### src/design/fpo_consts.svh
// constants for the flash protection override command sequencer
`ifndef FPO_CONSTS_SVH
`define FPO_CONSTS_SVH
`define FPO_OP_SECT_ERASE 8'h12
`define FPO_OP_PROT_OVRD 8'h13
`define FPO_IDX_1 3'h1
`define FPO_IDX_2 3'h2
`define FPO_IDX_3 3'h3
`define FPO_KEY_ERASED 16'hFFFF
`define FPO_SEL_PROG 0
`define FPO_SEL_EE 1
`define FPO_PROT_RST 8'hFF
`define FPO_STEP_NS 1000
`define FPO_CLK_NS 25
`define FPO_STEP_CYC ((`FPO_STEP_NS + `FPO_CLK_NS - 1) / `FPO_CLK_NS)
`endif

### src/design/fpo_pkg.sv
// types for the flash protection override command sequencer
`default_nettype none
package fpo_pkg;
  // status flags of the command status register
  typedef struct packed {
    logic cmd_complete_flag;
    logic access_error_flag;
    logic protect_violation_flag;
    logic margin_status_hi;
    logic margin_status_lo;
  } fpo_stat_t;
  // protection register pair
  typedef struct packed {
    logic [7:0] prog;
    logic [7:0] ee;
  } fpo_prot_t;
  // sequencer states
  typedef enum logic [2:0] {
    FPO_IDLE,
    FPO_ERASE,
    FPO_VERIFY,
    FPO_DONE
  } fpo_state_t;
endpackage
`default_nettype wire

### src/design/fpo_seq.sv
// command sequencer: eeprom sector erase and protection override
`timescale 1ns/1ps
`default_nettype none
`include "fpo_consts.svh"

// Overview of operation
// [RULE1] launch erases sector, verifies, sets complete
// [RULE2] erase index not 001 sets access error
// [RULE3] invalid or odd address sets access error
// [RULE4] protected eeprom area sets protection violation
// [RULE5] any verify read error sets margin hi
// [RULE6] uncorrectable verify error sets margin lo
// [RULE7] software loads opcode, key, two values
// [RULE8] selection bits choose registers to replace
// [RULE9] key ffff invalid, disables override
// [RULE10] key match backs up, then overwrites selected
// [RULE11] success sets override active bit
// [RULE12] mismatch or invalid key restores, clears active
// [RULE13] erased stored key disables feature permanently
// [RULE14] launch access error leaves protection untouched
// [RULE15] single entry backup overwritten each launch; here only a key-match override launch overwrites it
// [RULE16] direct writes during override lost on restore
// [RULE17] restore loads backup, never reset values
// [RULE18] override index not 1,2,3 sets error
// [RULE19] restore with override inactive sets error
// [RULE20] selection 00 with index 2,3 errors
// [RULE21] selection 00, index 1, valid key errors
// [RULE22] unavailable in mode sets access error
// [RULE23] override always ends with complete flag set
module fpo_seq import fpo_pkg::*; #(
  parameter int STEP_CYC = `FPO_STEP_CYC
) (
  input wire logic i_clk,
  input wire logic i_rst_n,
  input wire logic i_launch,
  input wire logic [2:0] i_param_word_index,
  input wire logic [63:0] i_cmd_param_words,
  input wire logic i_cmd_allowed,
  input wire logic i_addr_valid,
  input wire logic i_ee_protected,
  input wire logic [15:0] i_stored_key,
  input wire logic i_verify_done,
  input wire logic i_read_err,
  input wire logic i_read_uncorr,
  input wire logic i_prot_wr,
  input wire fpo_prot_t i_prot_wdata,
  output logic o_erase_go,
  output logic o_verify_go,
  output logic [23:0] o_erase_addr,
  output fpo_stat_t o_cmd_status_reg,
  output logic o_override_active_bit,
  output fpo_prot_t o_prot
);
  initial begin
    if (STEP_CYC < 1) $error("STEP_CYC must be at least one");
  end
  // reset synchroniser
  logic rst_s1, rst_s2;
  always_ff @(posedge i_clk or negedge i_rst_n) begin
    if (!i_rst_n) begin
      rst_s1 <= 1'b0;
      rst_s2 <= 1'b0;
    end else begin
      rst_s1 <= 1'b1;
      rst_s2 <= rst_s1;
    end
  end
  wire rst_n = rst_s2;

  // parameter word fields
  logic [7:0] opcode;
  logic [1:0] sel;
  logic [15:0] key;
  logic [23:0] gaddr;
  assign opcode = i_cmd_param_words[63:56];
  assign sel = i_cmd_param_words[49:48];
  assign key = i_cmd_param_words[47:32];
  assign gaddr = {i_cmd_param_words[55:48], i_cmd_param_words[47:32]};

  fpo_state_t state;
  logic [15:0] cnt; // erase step timer
  fpo_prot_t backup; // single-entry backup
  logic start;
  assign start = i_launch && state == FPO_IDLE && o_cmd_status_reg.cmd_complete_flag;

  // erase launch checks
  logic er_acc;
  // [RULE2] [RULE3] [RULE22] erase launch checks
  assign er_acc = !i_cmd_allowed || i_param_word_index != `FPO_IDX_1
    || !i_addr_valid || gaddr[0];

  // override decode
  logic key_inv, key_ok, idx_ok, want_restore, ov_acc;
  // [RULE9] [RULE13] erased key on either side disables
  assign key_inv = key == `FPO_KEY_ERASED || i_stored_key == `FPO_KEY_ERASED;
  assign key_ok = !key_inv && key == i_stored_key;
  // [RULE18] legal index
  assign idx_ok = i_param_word_index == `FPO_IDX_1 || i_param_word_index == `FPO_IDX_2
    || i_param_word_index == `FPO_IDX_3;
  assign want_restore = !key_ok;
  // [RULE19] [RULE20] [RULE21] [RULE22] launch faults
  assign ov_acc = !i_cmd_allowed || !idx_ok
    || (sel == 2'b00 && i_param_word_index != `FPO_IDX_1)
    // an empty selection with a usable supplied key is a launch fault even if the stored key
    // is erased
    || (sel == 2'b00 && key != `FPO_KEY_ERASED)
    || (want_restore && !o_override_active_bit);

  // sequencer state
  always_ff @(posedge i_clk or negedge rst_n) begin
    if (!rst_n) begin
      state <= FPO_IDLE;
      cnt <= 16'h0000;
    end else begin
      unique case (state)
        FPO_IDLE: begin
          // [RULE1] start erase when checks pass
          if (start && opcode == `FPO_OP_SECT_ERASE && !er_acc && !i_ee_protected) begin
            state <= FPO_ERASE;
            cnt <= 16'(STEP_CYC);
          end
        end
        FPO_ERASE: begin
          if (cnt == 16'h0001) state <= FPO_VERIFY;
          cnt <= cnt - 16'h0001;
        end
        FPO_VERIFY: begin
          if (i_verify_done) state <= FPO_DONE;
        end
        FPO_DONE: state <= FPO_IDLE;
        default: state <= FPO_IDLE;
      endcase
    end
  end
  assign o_erase_go = state == FPO_ERASE;
  assign o_verify_go = state == FPO_VERIFY;

  // latched erase address
  always_ff @(posedge i_clk or negedge rst_n) begin
    if (!rst_n) o_erase_addr <= 24'h000000;
    else if (start) o_erase_addr <= gaddr;
  end

  // status flags; launch clears errors, completion sets complete
  always_ff @(posedge i_clk or negedge rst_n) begin
    if (!rst_n) begin
      o_cmd_status_reg <= '{cmd_complete_flag: 1'b1, default: 1'b0};
    end else if (start) begin
      o_cmd_status_reg <= '0;
      if (opcode == `FPO_OP_SECT_ERASE) begin
        o_cmd_status_reg.access_error_flag <= er_acc;
        // [RULE4] protected area
        o_cmd_status_reg.protect_violation_flag <= !er_acc && i_ee_protected;
        o_cmd_status_reg.cmd_complete_flag <= er_acc || i_ee_protected;
      end else if (opcode == `FPO_OP_PROT_OVRD) begin
        o_cmd_status_reg.access_error_flag <= ov_acc;
        // [RULE23] override finishes in one cycle
        o_cmd_status_reg.cmd_complete_flag <= 1'b1;
      end else begin
        o_cmd_status_reg.cmd_complete_flag <= 1'b1;
      end
    end else begin
      if (state == FPO_VERIFY) begin
        // [RULE5] any read error
        if (i_read_err) o_cmd_status_reg.margin_status_hi <= 1'b1;
        // [RULE6] uncorrectable read error
        if (i_read_uncorr) o_cmd_status_reg.margin_status_lo <= 1'b1;
      end
      // [RULE1] complete after verify
      if (state == FPO_DONE) o_cmd_status_reg.cmd_complete_flag <= 1'b1;
    end
  end

  logic ov_go;
  assign ov_go = start && opcode == `FPO_OP_PROT_OVRD && !ov_acc;

  // protection registers, backup and override bit
  always_ff @(posedge i_clk or negedge rst_n) begin
    if (!rst_n) begin
      o_prot <= '{prog: `FPO_PROT_RST, ee: `FPO_PROT_RST};
      backup <= '{prog: `FPO_PROT_RST, ee: `FPO_PROT_RST};
      o_override_active_bit <= 1'b0;
    end else if (ov_go) begin
      if (key_ok) begin
        // [RULE10] [RULE15] back up, then overwrite selected
        backup <= o_prot;
        // [RULE8] selection bits
        if (sel[`FPO_SEL_PROG]) o_prot.prog <= i_cmd_param_words[23:16];
        if (sel[`FPO_SEL_EE]) o_prot.ee <= i_cmd_param_words[7:0];
        // [RULE11] override active
        o_override_active_bit <= 1'b1;
      end else begin
        // [RULE12] [RULE16] [RULE17] restore from backup
        o_prot <= backup;
        o_override_active_bit <= 1'b0;
      end
    end else if (i_prot_wr) begin
      // [RULE14] errored launches skip the override; a direct write in the same cycle still loads the registers
      o_prot <= i_prot_wdata;
    end
  end

  // [RULE12] restore loads backup exactly
  a_restore_loads: assert property (@(posedge i_clk) disable iff (!rst_n)
    (ov_go && !key_ok) |=> (o_prot == $past(backup) && !o_override_active_bit))
    else $error("restore did not load backup");
  a_match_sets: assert property (@(posedge i_clk) disable iff (!rst_n) // RULE11
    (ov_go && key_ok) |=> o_override_active_bit)
    else $error("override bit not set");
  a_backup_copy: assert property (@(posedge i_clk) disable iff (!rst_n) // RULE10
    (ov_go && key_ok) |=> backup == $past(o_prot))
    else $error("backup not taken");
  a_err_keeps: assert property (@(posedge i_clk) disable iff (!rst_n) // RULE14
    (start && opcode == `FPO_OP_PROT_OVRD && ov_acc && !i_prot_wr) |=> $stable(o_prot))
    else $error("errored override changed protection");
  a_ov_complete: assert property (@(posedge i_clk) disable iff (!rst_n) // RULE23
    (start && opcode == `FPO_OP_PROT_OVRD) |=> o_cmd_status_reg.cmd_complete_flag)
    else $error("override did not complete");
  a_restore_err: assert property (@(posedge i_clk) disable iff (!rst_n) // RULE19
    (start && opcode == `FPO_OP_PROT_OVRD && !key_ok && !o_override_active_bit)
    |=> o_cmd_status_reg.access_error_flag)
    else $error("restore without backup not flagged");
  a_erase_idx: assert property (@(posedge i_clk) disable iff (!rst_n) // RULE2
    (start && opcode == `FPO_OP_SECT_ERASE && i_param_word_index != `FPO_IDX_1)
    |=> o_cmd_status_reg.access_error_flag && o_cmd_status_reg.cmd_complete_flag)
    else $error("bad erase index not flagged");
  a_erase_prot: assert property (@(posedge i_clk) disable iff (!rst_n) // RULE4
    (start && opcode == `FPO_OP_SECT_ERASE && !er_acc && i_ee_protected)
    |=> o_cmd_status_reg.protect_violation_flag && state == FPO_IDLE)
    else $error("protected erase not refused");
  a_erase_flow: assert property (@(posedge i_clk) disable iff (!rst_n) // RULE1
    (state == FPO_VERIFY && i_verify_done) |=> ##1 o_cmd_status_reg.cmd_complete_flag)
    else $error("erase completion not flagged");
endmodule // fpo_seq
`default_nettype wire
### config.mk
export PLATFORM = sky130hd
export DESIGN_NAME = fpo_seq
export DESIGN_NICKNAME = d
export VERILOG_FILES = /design/src/design/fpo_pkg.sv /design/src/design/fpo_seq.sv
export VERILOG_INCLUDE_DIRS = /design/src /design/src/design
export SDC_FILE = /design/constraint.sdc
export NUM_CORES = 1
export LEC_CHECK = 0
export BUFFER_PORTS_ARGS = -buffer_cell sky130_fd_sc_hd__buf_2
export CAP_MARGIN = 25
export CORE_MARGIN = 5
export CORE_UTILIZATION = 54
export DETAILED_ROUTE_END_ITERATION = 12
export PLACE_DENSITY_LB_ADDON = 0.15
export SETUP_SLACK_MARGIN = 0.5
export SLEW_MARGIN = 25
export SYNTH_ARGS = -nofsm -noshare
export SYNTH_HDL_FRONTEND = slang
export SYNTH_SLANG_ARGS = --single-unit
### constraint.sdc
create_clock -name i_clk -period 4.2 [get_ports i_clk]
set_input_delay 1.05 -clock i_clk [delete_from_list [all_inputs] [get_ports i_clk]]
set_output_delay 1.05 -clock i_clk [all_outputs]
set_load 0.005 [all_outputs]
# Word level (Yosys, flattened, before mapping)
# Index checks and enable logic that the tools add are counted.
[totals]
regBits = 83
in_bits = 109
[op_classes]
addsub = 1
n_eq_ne = 19
mux = 21
n_reduce_logical = 47
[op_table]
columns = ["cell", "count"]
rows = [
  ["two-way mux 16 bit", 4],
  ["equality test 16 bit (second input constant)", 2],
  ["one-hot mux 16 bit (2 select lines)", 1],
  ["equality test 16 x 1 -> 1 bit (second input constant)", 1],
  ["equality test 16 bit", 1],
  ["equality test 8 x 5 -> 1 bit (second input constant)", 2],
  ["two-way mux 8 bit", 2],
  ["inequality test 16 bit (second input constant)", 1],
  ["subtractor 16 x 1 -> 16 bit (second input constant)", 1],
  ["equality test 3 x 2 -> 1 bit (second input constant)", 4],
  ["logical AND 1 bit", 12],
  ["AND reduction 2 bit", 6],
  ["nonzero test 2 bit", 6],
  ["logical OR 1 bit", 11],
  ["zero test 1 bit", 9],
  ["two-way mux 3 bit", 3],
  ["one-hot mux 3 bit (3 select lines)", 1],
  ["two-way mux 1 bit", 7],
  ["equality test 3 x 1 -> 1 bit (second input constant)", 2],
  ["two-way mux 2 bit", 3],
  ["inequality test 3 bit (second input constant)", 2],
  ["inequality test 2 x 1 -> 1 bit (second input constant)", 2],
  ["zero test 3 bit", 1],
  ["inequality test 3 x 1 -> 1 bit (second input constant)", 1],
  ["3 further kinds", 3],
]

# Longest topological paths before layout
# Gate-level depths: netlist (run 1).
[logic_depth]
depth_word = 12
depth_mapped = 11
depth_no_buf = 9

# Worst setup path before layout (run 1)
# Ideal clock, no wire load.
[synth_path]
kind = "input-to-reg"
from = "input port i_cmd_param_words[59]"
to = "register cnt[5]"
setup_ns = 0.131
t_arrival_ns = 2.761
setup_slack_ns = 1.308
stages = 8
cell_sequence = "or3_4 or3_4 o32ai_4 and3_1 buf_4 and2b_1 xnor2_1 o21ai_0"
[synth_via]
elab_chain_len = 6
[synth_lines]
columns = ["item", "line_no", "source"]
rows = [
  ["start: declaration", "fpo_seq.sv:37", "input wire logic [63:0] i_cmd_param_words,"],
  ["equality test 8 x 5 -> 1 bit (no source line)", "--", ""],
  ["logical AND 1 bit (no source line)", "--", ""],
  ["logical AND 1 bit (2 in series)", "fpo_seq.sv:118", "if (start && opcode == `FPO_OP_SECT_ERASE && !er_acc && !i_ee_protected) begin"],
  ["inequality test 2 x 1 -> 1 bit (no source line)", "--", ""],
  ["AND reduction 2 bit (no source line)", "--", ""],
  ["end signal: assignment", "fpo_seq.sv:120", "cnt <= 16'(STEP_CYC);"],
  ["end signal: assignment", "fpo_seq.sv:125", "cnt <= cnt - 16'h0001;"],
  ["end: declaration", "fpo_seq.sv:81", "logic [15:0] cnt;"],
]
# No other way between the ends.
# A chain may end at the register's enable or synchronous reset.

# Final worst setup path (run 1)
[layout_path]
from = "input port i_cmd_param_words[43]"
to = "register o_prot[7] (netlist bit)"
[layout_via]
elab_chain_len = 11
[layout_lines]
columns = ["item", "line_no", "source"]
rows = [
  ["equality test 16 bit (no source line)", "--", ""],
  ["logical OR 1 bit (no source line)", "--", ""],
  ["zero test 1 bit", "fpo_seq.sv:96", "assign key_ok = !key_inv && key == i_stored_key;"],
  ["logical AND 1 bit", "fpo_seq.sv:96", ""],
  ["zero test 1 bit", "fpo_seq.sv:100", "assign want_restore = !key_ok;"],
  ["logical AND 1 bit", "fpo_seq.sv:107", "|| (want_restore && !o_override_active_bit);"],
  ["logical OR 1 bit", "fpo_seq.sv:102", "assign ov_acc = !i_cmd_allowed || !idx_ok"],
  ["zero test 1 bit", "fpo_seq.sv:175", "assign ov_go = start && opcode == `FPO_OP_PROT_OVRD && !ov_acc;"],
  ["logical AND 1 bit", "fpo_seq.sv:175", ""],
  ["inequality test 3 bit (no source line) / nonzero test 2 bit (equally long branches)", "--", ""],
  ["AND reduction 2 bit (no source line)", "--", ""],
  ["end signal: assignment", "fpo_seq.sv:180", "o_prot <= '{prog: `FPO_PROT_RST, ee: `FPO_PROT_RST};"],
  ["end signal: assignment", "fpo_seq.sv:194", "o_prot <= backup;"],
  ["end signal: assignment", "fpo_seq.sv:199", "o_prot <= i_prot_wdata;"],
  ["end: declaration", "fpo_seq.sv:52", "output fpo_prot_t o_prot"],
]
# Several ways; a longest one is shown, not always the timed one.

==> results.tsv, run 1 <==
stage	metric	value	unit
yosys	async_reset_ff_share	100	%
critical_path	cp.required	4470	ps
routing	post_drt_via_cell_ratio	5.22	
cts	clk_pin_slew	90	ps
power	p_per_area	303	nW/um^2
global_routing	grt.total_usage	21.4	%
sta	holdWs	315	ps
yosys	synth_simple_gate_area_share	21.8	%
layout	top_register	o_erase_addr	
cts	clock_tree.root_cell	clkbuf_8	
placement	postPlaceCellArea	5020	sq um
layout	num-nets-final	687	
sta	max_freq	318	MHz
cts	cts_setup_buffers	0	
power	p_total	1590	uW
yosys	ys_dominant_reg_cell	dfrtp_1	
routing	antenna_left	0	
yosys	synth_compound_area_share	8.33	%
cts	clk_latency	350	ps
run_status	status	finished clean	
global_routing	grt_antenna_before_repair	0	
layout	antenna_cells	0	
global_routing	grt_max_degree	81	
sta	skew	10.8	ps
global_routing	grt_pass1_wl	17000	microns
sta	worst_slew_pin_slew	898	ps
power	leakagePower	0.00254	uW
critical_path	path_class	primary input to register	
floorplanning	initial_core_util	55.1	%
floorplanning	core	7690	sq um
critical_path	cp-end-kind	register	
yosys	yosys_warnings	0	
yosys	yosysSeqAreaShare	49.4	%
yosys	synth_enable_flop_cells	0	
yosys	avgSynthCellArea	9.81	sq um
yosys	synth_top_family_by_area	simple AND/OR/NAND/NOR gates	
floorplanning	die_area	9720	sq um
sta	slew_headroom	40.1	%
cts	cts_resized	0	
yosys	yosysUniqueCellTypes	46	
floorplanning	pin_count	157	
cts	ctsHoldBuffers	0	
placement	port_buffers	140	
routing	wl_per_cell	14.9	microns
layout	layout_common_cells	buf_2 (140), nand2_1 (101), dfrtp_1 (48), dfstp_2 (33), inv_1 (25)	
yosys	synth_fp_nets	548	
yosys	ys_ff_latch	82	
routing	drc	0	
critical_path	cp-start-kind	primary input	
cts	htree_levels	3	
sta	drv_slew	0	
cts	cts-buffers-inserted	9	
global_routing	grt_overflow	0	
placement	hpwl	7490	microns
routing	drt_pass1_iterations	5	
cts	clockBufferDepth	2	
layout	design_area	5260	sq um
floorplanning	die_w	98.6	microns
routing	num_vias	3540	
sta	fin_setup_tns	0	ps
floorplanning	die_h	98.6	microns
layout	final_common_cell	buf_2	
yosys	syn_area	4240	sq um
power	ir_drop	0.000172	V
routing	dr.first_iter.drc_count	145	
sta	rsz0062_at_grt	no	
yosys	synthMuxAreaShare	8.54	%
critical_path	reg2reg_slack	1290	ps
layout	largest_register_ffs	24	
global_routing	grt_pass1_vias	3602	
sta	hold_violations	0	
power	p_sw_share	24.3	%
cts	cts_tree	built	
power	power_frac_comb	8.7	%
layout	syn_to_final_growth	24.2	%
hold_path	hp-class	register to asynchronous set/reset pin	
power	pwr-share-seq	52.3	%
yosys	synthAdderAreaFrac	2.07	%
critical_path	cp.arrival	3420	ps
placement	gp_congestion	0.881	
power	switchingPower	387	uW
layout	drive_gt1_share	39.2	%
routing	wirelength	10100	microns
sta	min_period	3150	ps
power	p_clk_share	39.0	%
layout	utilization	68.4	%
critical_path	worstPathMaxFanout	17	
power	power.internal	1210	uW
yosys	synthXorXnorAreaFrac	5.58	%
flow_run	drv_cap	0	
cts	cts.sinks	82	
yosys	synthCells	432	
floorplanning	rows	32	
sta	setup_viol	0	
sta	min_period_over_period	75.0	%
-- cell usage after synthesis (5+ instances only) --
cell type | n | share of area [%]
nand4_1 | 10 | 1.5
o22ai_1 | 17 | 2.5
nor3_1 | 5 | 0.59
mux2i_1 | 17 | 4.0
nor4_1 | 5 | 0.74
nor2_1 | 21 | 1.9
or3_1 | 5 | 0.74
ha_1 | 7 | 2.1
o21ai_0 | 23 | 2.7
nand2_1 | 101 | 8.9
inv_1 | 25 | 2.2
clkbuf_1 | 11 | 0.97
dfrtp_1 | 49 | 29
dfstp_2 | 33 | 20
nand2b_1 | 17 | 2.5
xnor2_1 | 12 | 2.5
xor2_1 | 15 | 3.1
mux2_2 | 16 | 4.3
-- power groups by stage --
stage	Clock, uW	Sequential (uW)	Combinational [uW]
6_report	621	834	139
3_5_place_dp	0	855	129
3_3_place_gp	0	855	126
5_1_grt	668	838	153
2_1_floorplan	0	852	48.9
4_1_cts	631	841	131
-- cells by family after synthesis --
kind of cell,Yosys count
compound gates,54
xor+xnor,27
fa+ha+maj,7
buf+inv,43
flops,82
mux,34
other cells,1
simple gates,184
-- per-layer routing --
layer  GRT usage [%]  part of all wire [%]  wire [microns]
met1            28.2                    43            4330
met2            35.1                    50            5030
met3            4.60                   6.0             604
met4            7.35                   1.5             153
met5               0                     0               0
-- worst max-delay path, stage by stage --
cell and delay, ps:
buf_2 120, nand4_1 110, nor4_1 390, a31o_2 250, nand2_1 50, buf_4 200, a21oi_2 410, o22a_1 550
mux2i_1 280
-- layout make-up --
type                            instances  area, sq um
Tap cell                              102          128
Inverter                               25         93.8
Sequential cell                        82         2100
Clock inverter                          6         70.1
Fill cell                             649         2430
Timing Repair Buffer                  146          758
Multi-Input combinational cell        307         1970
Clock buffer                           10          149
-- worst paths after layout --
path	startpoint	to	cells past startpoint
worst max-delay path	i_cmd_param_words[43]	o_prot[7]	9
worst min register to register	rst_n	cnt[7]	0
worst max register to register	state[0]	cnt[3]	7
min in group i_clk	rst_s1	rst_n	0
worst min-delay path	rst_n	cnt[7]	0
max in group asynchronous	rst_n	o_cmd_status_reg[4]	1
-- metrics by stage --
step / std cells / worst slack [ps]
6_report: 678 / 1050
5_1_grt: 678 / 856
4_1_cts: 677 / 1050
3_5_place_dp: 661 / 681
3_3_place_gp: 661 / 707
2_1_floorplan: 432 / 1310
Power figures use the tool's default switching activity.
==> run 2: changes to the inputs <==
--- a/config.mk
+++ b/config.mk
@@ -9,7 +9,7 @@
 export BUFFER_PORTS_ARGS = -buffer_cell sky130_fd_sc_hd__buf_2
 export CAP_MARGIN = 25
 export CORE_MARGIN = 5
-export CORE_UTILIZATION = 54
+export CORE_UTILIZATION = 50
 export DETAILED_ROUTE_END_ITERATION = 12
 export PLACE_DENSITY_LB_ADDON = 0.15
 export SETUP_SLACK_MARGIN = 0.5
==> constraint.sdc (replaced) <==
create_clock -name i_clk -period 3.2 [get_ports i_clk]
set_input_delay 0.8 -clock i_clk [delete_from_list [all_inputs] [get_ports i_clk]]
set_output_delay 0.8 -clock i_clk [all_outputs]
set_load 0.005 [all_outputs]
==> run 2 against run 1 <==
Final cell count grew 1.0%. First-iteration DRC count decreased by 30%. Cell area is 1.2% higher. Largest power group unchanged. Power is 31% higher. Non-clock buffer count up 4. Via count is 0.28% higher. Clock skew rose by 3.6 ps. Sequential share of layout area fell by 0.47 points. Clock-buffer cell count grew 3. Register-to-register slack lost 560 ps. Clock power up 30%.
==> results.tsv, run 2 (synthesized netlist as in run 1, its figures left out) <==
stage	metric	value	unit	change
power	leakagePower	0.00256	uW	+0.72%
cts	htree_levels	3		unchanged
floorplanning	initial_core_util	51.6	%	-3.5 points
run_status	status	finished clean		
layout	syn_to_final_growth	25.7	%	
global_routing	grt_pass1_wl	17400	microns	+2.4%
layout	layout_common_cells	buf_2 (140), nand2_1 (101), dfrtp_1 (48), dfstp_2 (33), inv_1 (24)		
cts	clk_latency	350	ps	about the same
routing	antenna_left	0		unchanged
layout	drive_gt1_share	40.5	%	+1.3 points
global_routing	grt.total_usage	21.4	%	-0.028 points
placement	port_buffers	140		unchanged
critical_path	cp-start-kind	primary input		
sta	worst_slew_pin_slew	878	ps	-20.3 ps
placement	hpwl	8200	microns	+9.4%
cts	cts.sinks	82		unchanged
global_routing	grt_max_degree	81		unchanged
global_routing	grt_antenna_before_repair	0		unchanged
flow_run	drv_cap	0		unchanged
power	pwr-share-seq	52.5	%	+0.2 points
cts	cts_resized	0		unchanged
cts	clockBufferDepth	2		unchanged
sta	slew_headroom	41.5	%	+1.4 points
layout	antenna_cells	0		unchanged
critical_path	worstPathMaxFanout	8		-9
sta	fin_setup_tns	0	ps	unchanged
layout	largest_register_ffs	24		unchanged
power	ir_drop	0.000234	V	+36%
sta	setup_viol	0		unchanged
floorplanning	rows	33		+3.1%
critical_path	reg2reg_slack	730	ps	-560 ps
cts	cts_setup_buffers	0		unchanged
routing	drt_pass1_iterations	4		-1
power	power_frac_comb	8.8	%	about the same
sta	min_period	2520	ps	
cts	ctsHoldBuffers	0		unchanged
floorplanning	core	8220	sq um	+6.9%
sta	min_period_over_period	78.8	%	
floorplanning	die_w	102	microns	+3.5%
global_routing	grt_pass1_vias	3649		+1.3%
routing	num_vias	3550		+0.28%
critical_path	path_class	primary input to register		
routing	drc	0		unchanged
layout	final_common_cell	buf_2		
global_routing	grt_overflow	0		unchanged
routing	wl_per_cell	15.8	microns	+6.0%
power	switchingPower	495	uW	+28%
layout	num-nets-final	691		+0.58%
layout	top_register	o_erase_addr		
critical_path	cp.arrival	2790	ps	-630 ps
sta	rsz0062_at_grt	no		
power	p_per_area	392	nW/um^2	+29%
power	p_sw_share	23.7	%	-0.57 points
hold_path	hp-class	primary input to asynchronous set/reset pin		
sta	holdWs	226	ps	-89.3 ps
floorplanning	die_area	10400	sq um	+7.2%
critical_path	crit_start	i_cmd_param_words[59]		
placement	gp_congestion	0.887		+0.65%
cts	clk_pin_slew	80	ps	about the same
power	power.internal	1590	uW	+32%
floorplanning	pin_count	157		unchanged
critical_path	regToRegStartpoint	state[1]		
sta	hold_violations	0		unchanged
cts	cts-buffers-inserted	9		unchanged
sta	drv_slew	0		unchanged
floorplanning	die_h	102	microns	+3.5%
power	p_clk_share	38.7	%	-0.3 points
sta	max_freq	396	MHz	
critical_path	cp-end-kind	register		
critical_path	cp.required	3470	ps	-1000 ps
cts	cts_tree	built		
sta	skew	14.4	ps	+3.62 ps
routing	dr.first_iter.drc_count	101		-30%
routing	wirelength	10800	microns	+7.1%
routing	post_drt_via_cell_ratio	5.18		-0.74%
cts	clock_tree.root_cell	clkbuf_8		
==> run 2: changes by cell type in the layout (fill, tap and decap cells not counted), moves of 2 or more <==
cell	previous run	this run
clkbuf_8	9	11
inv_6	3	1
o22a_1	2	0
o22a_2	0	2
buf_4	5	9
==> run 2: path summary, 6_finish.rpt <==
kind                                         end  cells past startpoint
worst max-delay path                      cnt[8]                      8
worst min register to register  o_erase_addr[19]                      0
worst min-delay path                      rst_s1                      1
max in group asynchronous              o_prot[2]                      1
worst max register to register            cnt[8]                      9
min in group i_clk                         rst_n                      0
==> run 2: layer usage <==
layer,up-vias,global-route usage (%),part of all wire [%]
met1,1722,27.7,42
met3,11,3.28,6.1
met2,92,37.1,51
met5,-,0,0
li1,1725,-,-
met4,0,6.16,1.1
==> run 2: critical path: stages <==
cell	delay (ps)
buf_2	90
or3_4	390
or3_4	370
o32ai_4	290
buf_4	190
nand3_4	140
or3_1	370
a21oi_1	150
==> run 2: power groups by stage <==
stage / clock (uW) / sequential (uW) / combinational [uW]
after global routing: 867 / 1100 / 205
after CTS: 822 / 1100 / 174
final: 807 / 1090 / 184
after detailed placement: 0 / 1120 / 173
after global placement: 0 / 1120 / 169
after floorplan: 0 / 1120 / 64.2
==> run 2: final cells by class <==
type                            instances  area [sq um]
Sequential cell                        82          2100
Multi-Input combinational cell        307          1990
Fill cell                             728          2890
Tap cell                              105           131
Clock inverter                          3          25.0
Clock buffer                           13           201
Inverter                               25          93.8
Timing Repair Buffer                  150           788
==> run 2: through the flow <==
stage	utilization (%)	instance area [sq um]	setup WS, ps	power (uW)	std cells
after floorplan	-	4240	558	1180	432
after CTS	64.3	5280	571	2100	684
after global routing	64.8	5320	540	2170	685
after detailed placement	61.5	5060	282	1300	668
final	64.8	5320	678	2090	685
after global placement	61.5	5060	289	1290	668
==> run 3: changes to the inputs <==
--- a/config.mk
+++ b/config.mk
@@ -9,7 +9,7 @@
 export BUFFER_PORTS_ARGS = -buffer_cell sky130_fd_sc_hd__buf_2
 export CAP_MARGIN = 25
 export CORE_MARGIN = 5
-export CORE_UTILIZATION = 50
+export CORE_UTILIZATION = 45
 export DETAILED_ROUTE_END_ITERATION = 12
 export PLACE_DENSITY_LB_ADDON = 0.15
 export SETUP_SLACK_MARGIN = 0.5
==> constraint.sdc (replaced) <==
create_clock -name i_clk -period 2.05 [get_ports i_clk]
set_input_delay 0.5125 -clock i_clk [delete_from_list [all_inputs] [get_ports i_clk]]
set_output_delay 0.5125 -clock i_clk [all_outputs]
set_load 0.005 [all_outputs]
==> run 3 against run 2 <==
Clock power is 54% higher. Critical path type is now register to register. Cell area is 19% higher. The flow now finishes with violations (setup timing). Setup slack worse by 750 ps. Utilization is 3.9 points higher. Final cell count is 11% higher. Register-to-register slack worse by 800 ps. Power is 59% higher. Clock-buffer cell count is 3 lower. First-iteration DRC count is 6.9% higher. Non-clock buffer count is 69 higher. Via count is 7.1% higher.
==> results.tsv, run 3 (synthesized netlist as in run 1, its figures left out) <==
stage	metric	value	unit	change
global_routing	grt_antenna_before_repair	0		unchanged
hold_path	hp-class	register to asynchronous set/reset pin		
power	p_per_area	524	nW/um^2	+34%
cts	cts.sinks	82		unchanged
global_routing	grt_max_degree	39		-52%
sta	setup_viol	29		+29
floorplanning	die_h	107	microns	+4.9%
sta	setup_slack	-74.0	ps	-752 ps
sta	worst_slew_pin_slew	520	ps	-358 ps
critical_path	worstPathMaxFanout	8		unchanged
sta	holdWs	310	ps	+84.3 ps
layout	num-nets-final	760		+10%
critical_path	cp.required	2300	ps	-1170 ps
floorplanning	rows	35		+6.1%
sta	drv_slew	0		unchanged
layout	largest_register_ffs	24		unchanged
routing	num_vias	3801		+7.1%
cts	clockBufferDepth	2		unchanged
run_status	status	complete, but fails checks		
placement	gp_congestion	0.850		-4.1%
routing	post_drt_via_cell_ratio	5.00		-3.5%
layout	final_common_cell	buf_2		
global_routing	grt_pass1_wl	18700	microns	+7.6%
critical_path	rr_worst_depth	10		+1
routing	wl_per_cell	15.2	microns	-4.2%
critical_path	crit_start	state[1]		
routing	dr.first_iter.drc_count	108		+6.9%
cts	cts_tree	built		
sta	hold_violations	0		unchanged
global_routing	grt.total_usage	20.3	%	-1.0 points
sta	max_freq	471	MHz	
placement	place_ws	-544	ps	-826 ps
sta	min_period_over_period	104	%	
cts	clk_latency	360	ps	about the same
layout	layout_common_cells	buf_2 (130), nand2_1 (92), buf_4 (49), dfrtp_1 (48), dfstp_2 (33)		
layout	top_register	o_erase_addr		
cts	cts-buffers-inserted	9		unchanged
sta	min_period	2120	ps	
layout	layout.cells.non_filler	760		+11%
layout	antenna_cells	0		unchanged
floorplanning	core	9200	sq um	+12%
sta	skew	10.5	ps	-3.91 ps
power	p_total	3310	uW	+59%
routing	wirelength	11500	microns	+6.3%
placement	place_inst	722		+8.1%
critical_path	regToRegStartpoint	state[1]		
layout	n_fill_cell	704		-3.3%
flow_run	drv_cap	0		unchanged
run_status	violations	setup timing		
floorplanning	die_area	11500	sq um	+10%
floorplanning	initial_core_util	46.1	%	-5.5 points
placement	postPlaceCellArea	5530	sq um	+9.5%
layout	syn_to_final_growth	49.2	%	
cts	clock_tree.root_cell	clkbuf_8		
global_routing	grt_pass1_vias	3919		+7.4%
power	ir_drop	0.000292	V	+25%
placement	port_buffers	140		unchanged
routing	drt_pass1_iterations	4		unchanged
layout	design_area	6320	sq um	+19%
floorplanning	die_w	107	microns	+4.9%
routing	antenna_left	0		unchanged
critical_path	path_class	register to register		
critical_path	cp.arrival	2370	ps	-420 ps
placement	hpwl	8300	microns	+1.2%
cts	clk_pin_slew	90	ps	about the same
critical_path	cp-start-kind	register		
power	leakagePower	0.00305	uW	+19%
routing	drc	0		unchanged
critical_path	cp-end-kind	register		
layout	drive_gt1_share	53.2	%	+13 points
global_routing	grt_overflow	0		unchanged
sta	rsz0062_at_grt	yes		
cts	htree_levels	3		unchanged
floorplanning	pin_count	157		unchanged
sta	slew_headroom	65.3	%	+24 points
run 3: worst max-delay path, stage by stage (launching register included):
cell	delay (ps)
dfrtp_1	400
inv_2	90
ha_4	150
nand3_4	80
or3_4	360
o32ai_4	300
nand3_4	190
buf_6	160
buf_6	100
xor2_1	140
nor2_1	60
run 3: path summary, 6_finish.rpt:
| check | to | slack [ps] |
|---|---|---|
| setup / recovery | cnt[4] | -70 |
| hold / removal | cnt[12] | 310 |
| setup reg to reg | cnt[4] | -70 |
| hold reg to reg | cnt[12] | 310 |
| max in group asynchronous | backup[2] | 1110 |
| min in group i_clk | o_erase_addr[22] | 350 |
run 3: routing by layer:
layer	up-vias	part of all wire, %	track usage (%)	wire length (microns)
li1	1879	-	-	-
met1	1817	45	26.2	5160
met2	87	49	34.5	5700
met3	18	3.9	3.25	450
met4	0	1.9	7.40	217
met5	-	0	0	0
run 3: what timing repair did:
action / in CTS / in global routing
setup buffers: 15 / 6
pin swaps: 22 / 20
endpoints found under the hold margin: 2 / 0
hold buffers: 1 / 0
setup endpoints to repair: 58 / 66
gates resized for setup: 54 / 37
run 3: power breakdown:
| group | internal, uW | switching (uW) | total (uW) |
|---|---|---|---|
| sequential | 1680 | 34.9 | 1710 |
| combinational | 204 | 161 | 365 |
| clock | 614 | 625 | 1240 |
run 3: final cells by class:
type | instances | area (sq um) | share of cell area (%)
Multi-Input combinational cell | 307 | 2250 | 35.7
Sequential cell | 82 | 2100 | 33.2
Timing Repair Buffer | 219 | 1530 | 24.1
Tap cell | 111 | 139 | 2.20
Clock buffer | 10 | 138 | 2.18
Inverter | 25 | 93.8 | 1.48
Clock inverter | 6 | 72.6 | 1.15
run 3: metrics by stage:
step / TNS (ps) / util [%]
6_report: -997 / 68.7
5_1_grt: -4160 / 68.7
4_1_cts: -1030 / 66.3
3_5_place_dp: -19450 / 60.2
3_3_place_gp: -16070 / 60.2
2_1_floorplan: -4480 / -
